===== src/logic/adcc_map.vh =====
// register map, field positions and timing counts of the converter control
`ifndef ADCC_MAP_VH
`define ADCC_MAP_VH

// register byte offsets
`define ADCC_OFS_CTRL0 5'h00
`define ADCC_OFS_CTRL1 5'h04
`define ADCC_OFS_CTRL2 5'h08
`define ADCC_OFS_RESH 5'h0c
`define ADCC_OFS_RESL 5'h10
`define ADCC_OFS_ISTAT 5'h14
`define ADCC_OFS_IMASK 5'h18

// conv_control_reg0 fields
`define ADCC_C0_START 7
`define ADCC_C0_BUSY 6
`define ADCC_C0_EN 5
`define ADCC_C0_FMT 4
`define ADCC_C0_CH_HI 3
`define ADCC_C0_CH_LO 0

// conv_control_reg1 fields
`define ADCC_C1_INS_HI 7
`define ADCC_C1_INS_LO 4
`define ADCC_C1_DIV_HI 2
`define ADCC_C1_DIV_LO 0

// conv_control_reg2 fields
`define ADCC_C2_AMPEN 7
`define ADCC_C2_AMPIS 4
`define ADCC_C2_REF_HI 3
`define ADCC_C2_REF_LO 2
`define ADCC_C2_GAIN_HI 1
`define ADCC_C2_GAIN_LO 0

// writable bit masks, unimplemented bits read as zero
`define ADCC_C0_WMASK 8'hbf
`define ADCC_C1_WMASK 8'hf7
`define ADCC_C2_WMASK 8'h9f
`define ADCC_RESET_BYTE 8'h00

// reference select codes
`define ADCC_REF_SUPPLY 2'h0
`define ADCC_REF_PIN 2'h1

// interrupt status bit: conversion done
`define ADCC_IRQ_DONE 0

// conversion length in converter clock cycles
`define ADCC_SAMPLE_CYCLES 4'h4
`define ADCC_CONVERT_CYCLES 4'hc

`endif


===== src/logic/adcc_clkdiv.v =====
// converter clock divider: tick once per 2^sel system clocks
`timescale 1ns/100ps
`default_nettype none

module adcc_clkdiv
(
   input wire core_clk,
   input wire srst,
   input wire run,
   input wire [2:0] divSel,
   output wire tick
);

   reg [6:0] cnt_q;
   wire [6:0] divMask;

   assign divMask = 7'h7f >> (3'h7 - divSel);
   assign tick = run && ((cnt_q & divMask) == divMask);

   // the counter restarts with each run so the first tick is a full period
   always @(posedge core_clk)
   begin
      if (srst || !run)
      begin
         cnt_q <= 7'h00;
      end
      else
      begin
         cnt_q <= cnt_q + 7'h01;
      end
   end

endmodule // adcc_clkdiv

`default_nettype wire


===== src/logic/adcc_ctrl.v =====
// converter control: registers, start detect, SAR sequencer, interrupt
//
// Contract
// - start launches only after a full low, high, low pulse of the bit
// - busy flag reads 1 once a conversion has been launched
// - busy flag returns to 0 when the conversion finishes
// - completion sets interrupt flag; irq output only when enabled by mask
// - converter clock is system clock divided by 1 to 128, codes 000-111
// - converter powered only while enable is high; needed before converting
// - reference: 00 supply, 01 external pin, 10/11 amplifier output
// - external reference pin is disconnected whenever internal source chosen
// - amplifier input is external pin when select is 0, else bandgap
// - with both amplifier inputs apparently chosen, only bandgap is used
// - conversion is 4 sampling plus 12 converting clocks, 16 total
// - 12-bit result goes to high and low registers, aligned by format bit
// - result registers hold their contents while the converter is disabled
//
// The register addresses and the Avalon-MM interface to the registers are this design's own decisions.
`timescale 1ns/100ps
`default_nettype none
`include "adcc_map.vh"

module adcc_ctrl
(
   input wire core_clk,
   input wire srst,
   input wire [4:0] avs_address,
   input wire avs_read,
   input wire avs_write,
   input wire [31:0] avs_writedata,
   output reg [31:0] avs_readdata,
   output reg avs_waitrequest,
   input wire compIn,
   output reg irq,
   output reg convPowerOn,
   output reg convBusy,
   output reg sampleActive,
   output reg [11:0] dacCode,
   output reg [3:0] channelSel,
   output reg [3:0] inputSel,
   output reg [1:0] refSelect,
   output reg refPinConnect,
   output reg ampEnable,
   output reg [1:0] ampGain,
   output reg ampInputBandgap,
   output reg ampInputPinConnect
);

   localparam ST_IDLE = 2'h0;
   localparam ST_SAMPLE = 2'h1;
   localparam ST_CONVERT = 2'h2;

   reg [7:0] ctrl0_q;
   reg [7:0] ctrl1_q;
   reg [7:0] ctrl2_q;
   reg startArmed_q;
   reg [1:0] state_q;
   reg [3:0] step_q;
   reg [11:0] trial_q;
   reg [11:0] result_q;
   reg [7:0] istat_q;
   reg [7:0] imask_q;

   wire busReq;
   wire accept;
   wire wrAccept;
   wire convTick;
   wire convEn;
   wire fmtRight;
   wire startNew;
   wire launch;
   wire doneEvt;
   wire [7:0] wrByte;
   wire [11:0] bitSel;
   wire [11:0] keptTrial;
   wire [7:0] resHigh;
   wire [7:0] resLow;
   reg [31:0] readMux;

   assign busReq = avs_read || avs_write;
   // a request is taken at the edge where waitrequest is seen low
   assign accept = busReq && !avs_waitrequest;
   assign wrAccept = accept && avs_write;
   assign wrByte = avs_writedata[7:0];

   assign convEn = ctrl0_q[`ADCC_C0_EN];
   assign fmtRight = ctrl0_q[`ADCC_C0_FMT];
   assign startNew = wrByte[`ADCC_C0_START];

   // falling write of start after an armed rise, converter on and idle
   assign launch = wrAccept && (avs_address == `ADCC_OFS_CTRL0) &&
      startArmed_q && !startNew && convEn && (state_q == ST_IDLE);

   assign bitSel = 12'h800 >> step_q;
   // keep the trial bit when the input is at or above the trial level
   assign keptTrial = compIn ? trial_q : (trial_q & ~bitSel);
   assign doneEvt = (state_q == ST_CONVERT) && convTick &&
      (step_q == `ADCC_CONVERT_CYCLES - 4'h1);

   adcc_clkdiv u_clkdiv
   (
      .core_clk (core_clk),
      .srst (srst),
      .run (state_q != ST_IDLE),
      .divSel (ctrl1_q[`ADCC_C1_DIV_HI:`ADCC_C1_DIV_LO]),
      .tick (convTick)
   );

   // left format puts D[3:0] in the upper nibble of the low register
   assign resHigh = fmtRight ? {4'h0, result_q[11:8]} : result_q[11:4];
   assign resLow = fmtRight ? result_q[7:0] : {result_q[3:0], 4'h0};

   always @*
   begin
      readMux = 32'h00000000;
      case (avs_address)
         `ADCC_OFS_CTRL0:
         begin
            readMux[7:0] = ctrl0_q;
            readMux[`ADCC_C0_BUSY] = (state_q != ST_IDLE);
         end
         `ADCC_OFS_CTRL1: readMux[7:0] = ctrl1_q;
         `ADCC_OFS_CTRL2: readMux[7:0] = ctrl2_q;
         `ADCC_OFS_RESH: readMux[7:0] = resHigh;
         `ADCC_OFS_RESL: readMux[7:0] = resLow;
         `ADCC_OFS_ISTAT: readMux[7:0] = istat_q;
         `ADCC_OFS_IMASK: readMux[7:0] = imask_q;
         default: readMux = 32'h00000000;
      endcase
   end

   // one wait cycle per access keeps read data registered
   always @(posedge core_clk)
   begin
      if (srst)
      begin
         avs_waitrequest <= 1'b1;
         avs_readdata <= 32'h00000000;
      end
      else if (busReq && avs_waitrequest)
      begin
         avs_waitrequest <= 1'b0;
         avs_readdata <= avs_read ? readMux : 32'h00000000;
      end
      else
      begin
         avs_waitrequest <= 1'b1;
      end
   end

   // control registers
   always @(posedge core_clk)
   begin
      if (srst)
      begin
         ctrl0_q <= `ADCC_RESET_BYTE;
         ctrl1_q <= `ADCC_RESET_BYTE;
         ctrl2_q <= `ADCC_RESET_BYTE;
         imask_q <= `ADCC_RESET_BYTE;
         startArmed_q <= 1'b0;
      end
      else if (wrAccept)
      begin
         case (avs_address)
            `ADCC_OFS_CTRL0:
            begin
               ctrl0_q <= wrByte & `ADCC_C0_WMASK;
               // arm on a written one; any written zero ends the pulse
               startArmed_q <= startNew;
            end
            `ADCC_OFS_CTRL1: ctrl1_q <= wrByte & `ADCC_C1_WMASK;
            `ADCC_OFS_CTRL2: ctrl2_q <= wrByte & `ADCC_C2_WMASK;
            `ADCC_OFS_IMASK: imask_q <= wrByte & 8'h01;
            default: imask_q <= imask_q;
         endcase
      end
   end

   // conversion sequencer
   always @(posedge core_clk)
   begin
      if (srst)
      begin
         state_q <= ST_IDLE;
         step_q <= 4'h0;
         trial_q <= 12'h000;
         result_q <= 12'h000;
         // the code moves with the trial, so a tick on every clock
         // already compares against the current trial
         dacCode <= 12'h000;
      end
      else if (!convEn)
      begin
         // powering down aborts; the result stays as it was
         state_q <= ST_IDLE;
         step_q <= 4'h0;
      end
      else
      begin
         case (state_q)
            ST_IDLE:
            begin
               if (launch)
               begin
                  state_q <= ST_SAMPLE;
                  step_q <= 4'h0;
               end
            end
            ST_SAMPLE:
            begin
               if (convTick)
               begin
                  if (step_q == `ADCC_SAMPLE_CYCLES - 4'h1)
                  begin
                     state_q <= ST_CONVERT;
                     step_q <= 4'h0;
                     trial_q <= 12'h800;
                     dacCode <= 12'h800;
                  end
                  else
                  begin
                     step_q <= step_q + 4'h1;
                  end
               end
            end
            ST_CONVERT:
            begin
               if (convTick)
               begin
                  if (step_q == `ADCC_CONVERT_CYCLES - 4'h1)
                  begin
                     state_q <= ST_IDLE;
                     result_q <= keptTrial;
                     step_q <= 4'h0;
                  end
                  else
                  begin
                     trial_q <= keptTrial | (bitSel >> 1);
                     dacCode <= keptTrial | (bitSel >> 1);
                     step_q <= step_q + 4'h1;
                  end
               end
            end
            default:
            begin
               state_q <= ST_IDLE;
            end
         endcase
      end
   end

   // sticky status: completion set wins over a write-one clear
   always @(posedge core_clk)
   begin
      if (srst)
      begin
         istat_q <= `ADCC_RESET_BYTE;
      end
      else
      begin
         if (wrAccept && (avs_address == `ADCC_OFS_ISTAT))
         begin
            istat_q[`ADCC_IRQ_DONE] <= (istat_q[`ADCC_IRQ_DONE] &&
               !wrByte[`ADCC_IRQ_DONE]) || doneEvt;
         end
         else if (doneEvt)
         begin
            istat_q[`ADCC_IRQ_DONE] <= 1'b1;
         end
      end
   end

   // analog-facing controls, all registered
   always @(posedge core_clk)
   begin
      if (srst)
      begin
         irq <= 1'b0;
         convPowerOn <= 1'b0;
         convBusy <= 1'b0;
         sampleActive <= 1'b0;
         channelSel <= 4'h0;
         inputSel <= 4'h0;
         refSelect <= `ADCC_REF_SUPPLY;
         refPinConnect <= 1'b0;
         ampEnable <= 1'b0;
         ampGain <= 2'h0;
         ampInputBandgap <= 1'b0;
         ampInputPinConnect <= 1'b0;
      end
      else
      begin
         irq <= |(istat_q & imask_q);
         convPowerOn <= convEn;
         convBusy <= (state_q != ST_IDLE);
         sampleActive <= (state_q == ST_SAMPLE);
         channelSel <= ctrl0_q[`ADCC_C0_CH_HI:`ADCC_C0_CH_LO];
         inputSel <= ctrl1_q[`ADCC_C1_INS_HI:`ADCC_C1_INS_LO];
         refSelect <= ctrl2_q[`ADCC_C2_REF_HI:`ADCC_C2_REF_LO];
         // the pin is wired in only for the pin code; internal sources win
         refPinConnect <= (ctrl2_q[`ADCC_C2_REF_HI:`ADCC_C2_REF_LO] ==
            `ADCC_REF_PIN);
         ampEnable <= ctrl2_q[`ADCC_C2_AMPEN];
         ampGain <= ctrl2_q[`ADCC_C2_GAIN_HI:`ADCC_C2_GAIN_LO];
         ampInputBandgap <= ctrl2_q[`ADCC_C2_AMPIS];
         ampInputPinConnect <= !ctrl2_q[`ADCC_C2_AMPIS];
      end
   end

endmodule // adcc_ctrl

`default_nettype wire


===== config.mk =====
export PLATFORM = sky130hd
export DESIGN_NAME = adcc_ctrl
export DESIGN_NICKNAME = d
export VERILOG_FILES = /design/src/logic/adcc_clkdiv.v /design/src/logic/adcc_ctrl.v
export VERILOG_INCLUDE_DIRS = /design/src /design/src/logic
export SDC_FILE = /design/constraint.sdc
export NUM_CORES = 1
export LEC_CHECK = 0
export BUFFER_PORTS_ARGS = -buffer_cell sky130_fd_sc_hd__buf_2
export CAP_MARGIN = 25
export CORE_MARGIN = 5
export CORE_UTILIZATION = 55
export DETAILED_ROUTE_END_ITERATION = 8
export GPL_TIMING_DRIVEN = 0
export PLACE_DENSITY = 0.89
export SLEW_MARGIN = 15
export SYNTH_ARGS = -nofsm -noshare
export SYNTH_HDL_FRONTEND = slang
export SYNTH_SLANG_ARGS = --single-unit

===== constraint.sdc =====
create_clock -name core_clk -period 5.2 [get_ports core_clk]
set_clock_uncertainty 0.2 [all_clocks]
set_input_delay 0.78 -clock core_clk [delete_from_list [all_inputs] [get_ports core_clk]]
set_output_delay 0.78 -clock core_clk [all_outputs]
set_load 0.05 [all_outputs]

==> out/qor_table.md, run 1 <==
| Quantity | This run |
|---|---|
| CP endpoint kind | register |
| Endpoint of the worst register-to-register path | step_q[3] |
| Die Area | 9270 sq um |
| Sequential Power Share | 0.545 |
| CTS tree | yes |
| Clock tree root buffer cell | clkbuf_8 |
| Clock power frac | 0.374 |
| Ratio of cells with drive above 1 in the final layout | 0.194 |
| First-pass GRT wire length | 16500 um |
| Maximum fanout along the worst path | 10 |
| Detail-routed via count per cell | 5.62 |
| Unrepaired setup endpoints after global routing | false |
| Flop-to-flop setup slack | 2.41 ns |
| Period utilisation layout | 0.578 |
| Clk slew on worst S/H paths | 0.10 ns |
| Number of gates on the worst path with buffers counted | 8 |
| Setup WS pre-CTS | 1.84 ns |
| Antenna Diode Count | 0 |
| Residual DRC | 0 |
| Slowest-stage cell, CP | or4_1 |
| Starting utilization of the core area | 0.564 |
| Adder and majority cell fraction of the synthesized area | 0.0336 |
| Total of flip-flops plus latches after synthesis | 88 |
| Int Pwr | 890 uW |
| Total of hold buffers inserted after clock tree synthesis | 0 |
| Placeable Area | 7250 sq um |
| Start point of the critical path | avs_address[4] |
| Depth of the most critical reg-to-reg path | 9 |
| Maximum clock frequency | 0.333 GHz |
| Largest family of logic cells by synthesized area | simple AND/OR/NAND/NOR gates |
| Net switching power | 352 uW |
| Mean Syn Cell Area | 8.69 sq um |
| Routed wirelength normalized by instance count | 15.8 um |
| Final worst slack | 2.19 ns |
| Routed Antenna Nets | 0 |
| Arrival time worst endpoint | 3.11 ns |
| Final max-slew violation count | 0 |
| Antenna violations before repair | 0 |
| First DRT Iteration DRCs | 253 |
| Number of buffers inserted during clock tree synthesis | 9 |
| Path category of the worst min-delay check | register to register |
| Count of distinct cell types in the synthesized netlist | 55 |
| Synth Instances | 471 |
| Standard-cell row count | 31 |
| Area fraction in and, or, nand and nor cells after synthesis | 0.213 |
| Count of flip-flops with a built-in enable after synthesis | 0 |
| CP Cell Sequence | buf_6, or3_4, nor3_4, a31oi_1, or4_1, buf_2, or4_1, a21oi_1 |
| Final-layout setup total negative slack | 0 ns |
| Number of iterations in the first detailed-routing pass | 5 |
| Total number of clock tree sinks | 88 |
| Required time at the endpoint of the critical path | 5.30 ns |
| Post-CTS setup buffer count | 0 |
| Post-route total power | 1240 uW |
| Deepest level of the CTS H-tree | 3 |
| Total global-route track usage | 0.229 |
| Clock Tree Buf Depth | 2 |
| Complex-gate fraction of the synthesized area | 0.183 |
| Most used cell, CP | or4_1 |
| Routed via count | 3742 |
| Worst path max stage delay | 0.56 ns |
| Most used DFF post-synth | dfxtp_1 |
| Type of origin of the critical path | primary input |
| Most common cell in the netlist | dfxtp_1 |
| Area grow syn2layout | 16.8% |
| Number of filler cells placed in the layout | 625 |
| Launch point of the worst reg-to-reg path | state_q[0] |
| IO Count | 107 |
| Count of port buffers added during placement | 57 |
| Total leakage power | 0.00202 uW |
| Share of cell area taken by muxes after synthesis | 0.0498 |
| Synth warn | 0 |
| Slew headroom | 0.576 |
| Final Util | 0.659 |
| Die height | 96.3 um |
| Area contributors post-synth | dfxtp_1 43%, a21oi_1 4.9%, nand2_1 4.5% |
| Die extent in x | 96.3 um |
| Proportion of synthesized flip-flops having asynchronous set or reset | 0 |
| DRT Wirelength | 10500 um |
| Worst IR drop on VDD | 0.122 mV |
| Number of global-route vias before repair | 3503 |
| Final critical-path required period | 3.01 ns |
| Pin count of the biggest net entering global routing | 19 |
| Max-cap violations | 0 |
| Critical path destination | step_q[3] |
| Count of nets after finishing | 615 |
| Buffers and inverters on the worst path | 2 |
| Final HPWL DP | 7980 um |
| CP top delay family | simple AND/OR/NAND/NOR gates |
| Sequential element share of the synthesized area | 0.430 |
| Resized Gates After CTS | 0 |
| Clk_lat worst skew | 0.36 ns |
| Logic gate share of total power | 0.081 |
| Number of hold-slack violations in the final timing report | 0 |
| Library cell occupying the most area in the post-synthesis netlist | dfxtp_1 |
| Total congestion overflow after global routing | 0 |
| Cell area after technology mapping | 4090 sq um |
| Portion of synthesized cell area occupied by the leading cell type | 0.430 |
| Ratio of total power to cell area | 260 nW/um^2 |
| Sw Ratio | 0.283 |
| Xor and xnor area share after synthesis | 0.00856 |
| Setup-failing EPs final | 0 |
| Cell types with the highest counts after synthesis | 88 x dfxtp_1, 49 x nand2_1, 40 x a21oi_1, 31 x nor2_1, 28 x nand3_1 |
| Measured slew at the worst slew-check pin | 0.631 ns |
| Crit Path Category | primary input to register |
| Result of the run | completed |
| Placer's final routability congestion estimate | 0.958 |
-- metrics by stage --
step,std cells,hold slack (ns),cell area (sq um)
2_1_floorplan,494,0.222,4180
3_3_place_gp,650,0.231,4590
3_5_place_dp,650,0.238,4590
4_1_cts,666,0.259,4780
5_1_grt,666,0.278,4780
6_report,666,0.254,4780
-- layout by cell type, fill, tap and decap left out, types with 2 or more instances in the layout --
cell | synthesis | routed
nor2_1 | 31 | 31
a22o_1 | 6 | 6
nand2_1 | 49 | 49
nor2b_1 | 24 | 24
a22oi_1 | 6 | 6
mux2i_1 | 17 | 17
a221o_1 | 2 | 2
dfxtp_1 | 88 | 88
o31ai_1 | 12 | 12
clkinv_4 | 0 | 2
a21boi_0 | 7 | 7
nand2b_1 | 3 | 3
and3_1 | 4 | 4
nor3_1 | 2 | 2
nand3b_1 | 11 | 11
nand4_1 | 4 | 4
a32oi_1 | 3 | 3
o21a_1 | 7 | 7
buf_2 | 1 | 58
inv_8 | 0 | 3
o211ai_1 | 3 | 3
a31o_1 | 2 | 2
a31oi_1 | 2 | 2
xnor2_1 | 3 | 3
a21oi_1 | 40 | 40
nor4_1 | 3 | 3
clkbuf_1 | 21 | 21
conb_1 | 1 | 24
or4_1 | 2 | 2
clkbuf_8 | 0 | 9
a221oi_1 | 2 | 2
inv_1 | 12 | 12
or2_2 | 4 | 4
nand3_1 | 28 | 28
ha_1 | 11 | 11
inv_6 | 0 | 2
o21ai_0 | 13 | 13
buf_4 | 24 | 24
mux2_2 | 3 | 3
-- sequential cells by signal (all words and copies together) (netlist names), 2 cells and up --
name	cells
ctrl2_q	6
ctrl1_q	7
state_q	2
channelSel	4
avs_readdata	8
refSelect	2
inputSel	4
step_q	4
trial_q	12
ctrl0_q	6
u_clkdiv.cnt_q	7
result_q	12
ampGain	2
-- worst min path at each step --
stage                               start            endpoint  cells after the start
after floorplan                ctrl2_q[4]  ampInputPinConnect                      1
after global placement    avs_readdata[7]     avs_readdata[7]                      2
after detailed placement  avs_readdata[7]     avs_readdata[7]                      2
after CTS                 avs_readdata[7]     avs_readdata[7]                      2
after global routing      avs_readdata[7]     avs_readdata[7]                      2
final                     avs_readdata[7]     avs_readdata[7]                      2
-- layout make-up --
cell class,instances,area (sq um),area share
multi-input combinational,345,2090,0.437
clock inverter,7,68.8,0.0144
inverter,13,48.8,0.0102
sequential,88,1760,0.368
buffer,48,279,0.0584
clock buffer,9,124,0.0259
timing repair buffer,57,285,0.0597
tap,99,124,0.0259
-- metal layers --
metal  vias up  track usage  part of all wire
met3        26       0.0336             0.068
met4         0       0.0900             0.025
met2       180        0.397              0.49
met5         -            0                 0
li1       1796            -                 -
met1      1740        0.284              0.42
-- worst register-to-register path, delay by kind of cell, from the launching register on --
kind	cells	cell delay [ns]
compound gates	2	0.30
flops	1	0.40
buf+inv	3	0.44
simple gates	3	1.12
fa+ha+maj	1	0.29
-- cells by family (layout without fill, tap and decap cells) --
group,Yosys count,after routing
AND/OR/NAND/NOR,172,172
AO/OA/AOI/OAI,114,114
flip-flops,88,88
buffers and inverters,61,134
multiplexers,20,20
adder cells (fa/ha/maj),11,11
XOR/XNOR,4,4
other,1,24
-- power by group through the flow --
stage	combinational, uW	sequential, uW	clock [uW]
after floorplan	73.9	696	0
after global placement	98.0	692	0
after detailed placement	99.0	692	0
after CTS	99.1	676	469
after global routing	107	677	500
final	101	676	464
(Power assumes the default switching activity.)
==> inputs of run 2 (changes only) <==
--- a/config.mk
+++ b/config.mk
@@ -9,10 +9,10 @@
 export BUFFER_PORTS_ARGS = -buffer_cell sky130_fd_sc_hd__buf_2
 export CAP_MARGIN = 25
 export CORE_MARGIN = 5
-export CORE_UTILIZATION = 55
+export CORE_UTILIZATION = 53
 export DETAILED_ROUTE_END_ITERATION = 8
 export GPL_TIMING_DRIVEN = 0
-export PLACE_DENSITY = 0.89
+export PLACE_DENSITY = 0.86
 export SLEW_MARGIN = 15
 export SYNTH_ARGS = -nofsm -noshare
 export SYNTH_HDL_FRONTEND = slang
==> constraint.sdc (replaced) <==
create_clock -name core_clk -period 2.8 [get_ports core_clk]
set_clock_uncertainty 0.2 [all_clocks]
set_input_delay 0.42 -clock core_clk [delete_from_list [all_inputs] [get_ports core_clk]]
set_output_delay 0.42 -clock core_clk [all_outputs]
set_load 0.05 [all_outputs]
==> out/qor_table.md, run 2 (synthesis gave the netlist of run 1 again) <==
| Quantity | This run | Change |
|---|---|---|
| Routed Antenna Nets | 0 | unchanged |
| Final critical-path required period | 2.76 ns |  |
| Required time at the endpoint of the critical path | 2.89 ns | -2.41 ns |
| CP endpoint kind | register |  |
| IO Count | 107 | unchanged |
| Crit Path Category | register to register |  |
| Number of hold-slack violations in the final timing report | 0 | unchanged |
| FF+latch area | 1760 sq um | +0.14% |
| Antenna Diode Count | 0 | unchanged |
| Area of the multi-input gates | 2090 sq um | +0.24% |
| Most frequent standard cell in the layout excluding fill and tap cells | dfxtp_1 |  |
| Die extent in x | 97.9 um | +1.7% |
| Period utilisation layout | 0.987 |  |
| Number of buffers inserted during clock tree synthesis | 9 | unchanged |
| Area grow syn2layout | 17.3% |  |
| CTS tree | yes |  |
| Slowest-stage cell, CP | or4_1 |  |
| Total number of clock tree sinks | 88 | unchanged |
| Ratio of cells with drive above 1 in the final layout | 0.201 | +0.00705 |
| Most used cell, CP | or4_1 |  |
| Slew headroom | 0.537 | -0.0394 |
| Final-layout setup total negative slack | 0 ns | unchanged |
| Die height | 97.9 um | +1.7% |
| Clock tree root buffer cell | clkbuf_8 |  |
| Count of nets after finishing | 615 | unchanged |
| Ratio of total power to cell area | 486 nW/um^2 | +87% |
| Number of iterations in the first detailed-routing pass | 5 | unchanged |
| First DRT Iteration DRCs | 284 | +12% |
| Number of filler cells placed in the layout | 656 | +5.0% |
| Clk_lat worst skew | 0.36 ns | about the same |
| Most frequent cells in the layout | 86 x dfxtp_1, 58 x buf_2, 49 x nand2_1, 40 x a21oi_1, 30 x nor2_1 |  |
| First-pass GRT wire length | 17500 um | +6.0% |
| DRT Wirelength | 10600 um | +0.86% |
| Final HPWL DP | 8120 um | +1.7% |
| Total leakage power | 0.00202 uW | about the same |
| Starting utilization of the core area | 0.538 | -0.0263 |
| Die Area | 9580 sq um | +3.4% |
| Result of the run | completed |  |
| Total global-route track usage | 0.222 | -0.00757 |
| Standard-cell row count | 32 | +3.2% |
| Unrepaired setup endpoints after global routing | true |  |
| Placer's final routability congestion estimate | 0.947 | -1.1% |
| Clk slew on worst S/H paths | 0.09 ns | about the same |
| Deepest level of the CTS H-tree | 3 | unchanged |
| Measured slew at the worst slew-check pin | 0.688 ns | +0.0571 ns |
| Path category of the worst min-delay check | primary input to register |  |
| Routed via count | 3722 | -0.53% |
| Max-cap violations | 0 | unchanged |
| Largest registers | result_q x12, trial_q x12, avs_readdata x8 |  |
| Final max-slew violation count | 0 | unchanged |
| CP Cell Sequence | inv_1, ha_1, or2_0, clkbuf_1, o211a_1, or4_1, buf_2, or4_1, a21oi_1 |  |
| Setup-failing EPs final | 0 | unchanged |
| Total of hold buffers inserted after clock tree synthesis | 0 | unchanged |
| Arrival time worst endpoint | 2.85 ns | -0.26 ns |
| Antenna violations before repair | 0 | unchanged |
| Residual DRC | 0 | unchanged |
| Worst path max stage delay | 0.48 ns | -0.08 ns |
| Total congestion overflow after global routing | 0 | unchanged |
| Clock Tree Buf Depth | 2 | unchanged |
| Type of origin of the critical path | register |  |
| Maximum clock frequency | 0.362 GHz |  |
| Detail-routed via count per cell | 5.56 | -0.98% |
| Maximum fanout along the worst path | 8 | -2 |
| Post-route total power | 2330 uW | +88% |
| Worst IR drop on VDD | 0.198 mV | +63% |
| Count of port buffers added during placement | 57 | unchanged |
| Number of global-route vias before repair | 3565 | +1.8% |
| Placeable Area | 7610 sq um | +4.9% |
| Routed wirelength normalized by instance count | 15.9 um | +0.40% |
| Pin count of the biggest net entering global routing | 17 | -2 |
## run 2: cell types whose count changed in the layout (fill, tap and decap cells not counted), sizes merged
cell      change
inv           -3
bufinv        +1
clkinv        +1
clkinvlp      +1
## run 2: metrics by stage
stage                     setup slack [ns]  hold WS, ns  utilization  instance area (sq um)  instances
after floorplan                     0.0813        0.222            -                   4180        494
after global placement              -0.154        0.229        0.604                   4590        653
after detailed placement            -0.180        0.241        0.604                   4590        653
after CTS                           0.0228       0.0653        0.630                   4800        669
after global routing               -0.0367       0.0603        0.631                   4800        669
final                               0.0376       0.0753        0.631                   4800        669
## run 2: cell type report
cell class,count,share of cell area
plain buffers,48,0.0581
clock buffers,9,0.0258
clock inverters,7,0.0162
inverters,13,0.0102
multi-input cells,345,0.436
flip-flops and latches,88,0.367
well taps,102,0.0266
repair buffers,57,0.0594
## run 2: final timing paths
path / from / end / slack (ns) / cells after the start
max: state_q[1] / step_q[3] / 0.04 / 9
min reg2reg: avs_readdata[1] / avs_readdata[1] / 0.25 / 2
min: avs_write / avs_waitrequest / 0.08 / 2
max reg2reg: state_q[1] / step_q[3] / 0.04 / 9
## run 2: what timing repair did
item	CTS	global route
pin swaps	0	0
buffers inserted	0	0
resized for setup	1	3
setup endpoints to repair	1	10
endpoints found under the hold margin	0	0
## run 2: power breakdown
part	switching [uW]	internal, uW	total, uW
clock	469	420	888
combinational	140	48.4	188
sequential	2.28	1250	1260
total	611	1720	2330
## run 2: worst max-delay path: cells and delay by family, from the launching register on
kind | cells | cell delay, ns
AND/OR/NAND/NOR | 3 | 1.12
buffers and inverters | 3 | 0.44
flip-flops | 1 | 0.37
AO/OA/AOI/OAI | 2 | 0.31
adder cells (fa/ha/maj) | 1 | 0.25
## run 2: per-layer routing
metal  wire length (um)  up-vias  share of wire  track usage
li1                   -     1794              -            -
met5                  0        -              0            0
met2               5100      143           0.48        0.368
met1               4500     1755           0.42        0.274
met3                724       30          0.068       0.0514
met4                282        0          0.027       0.0990
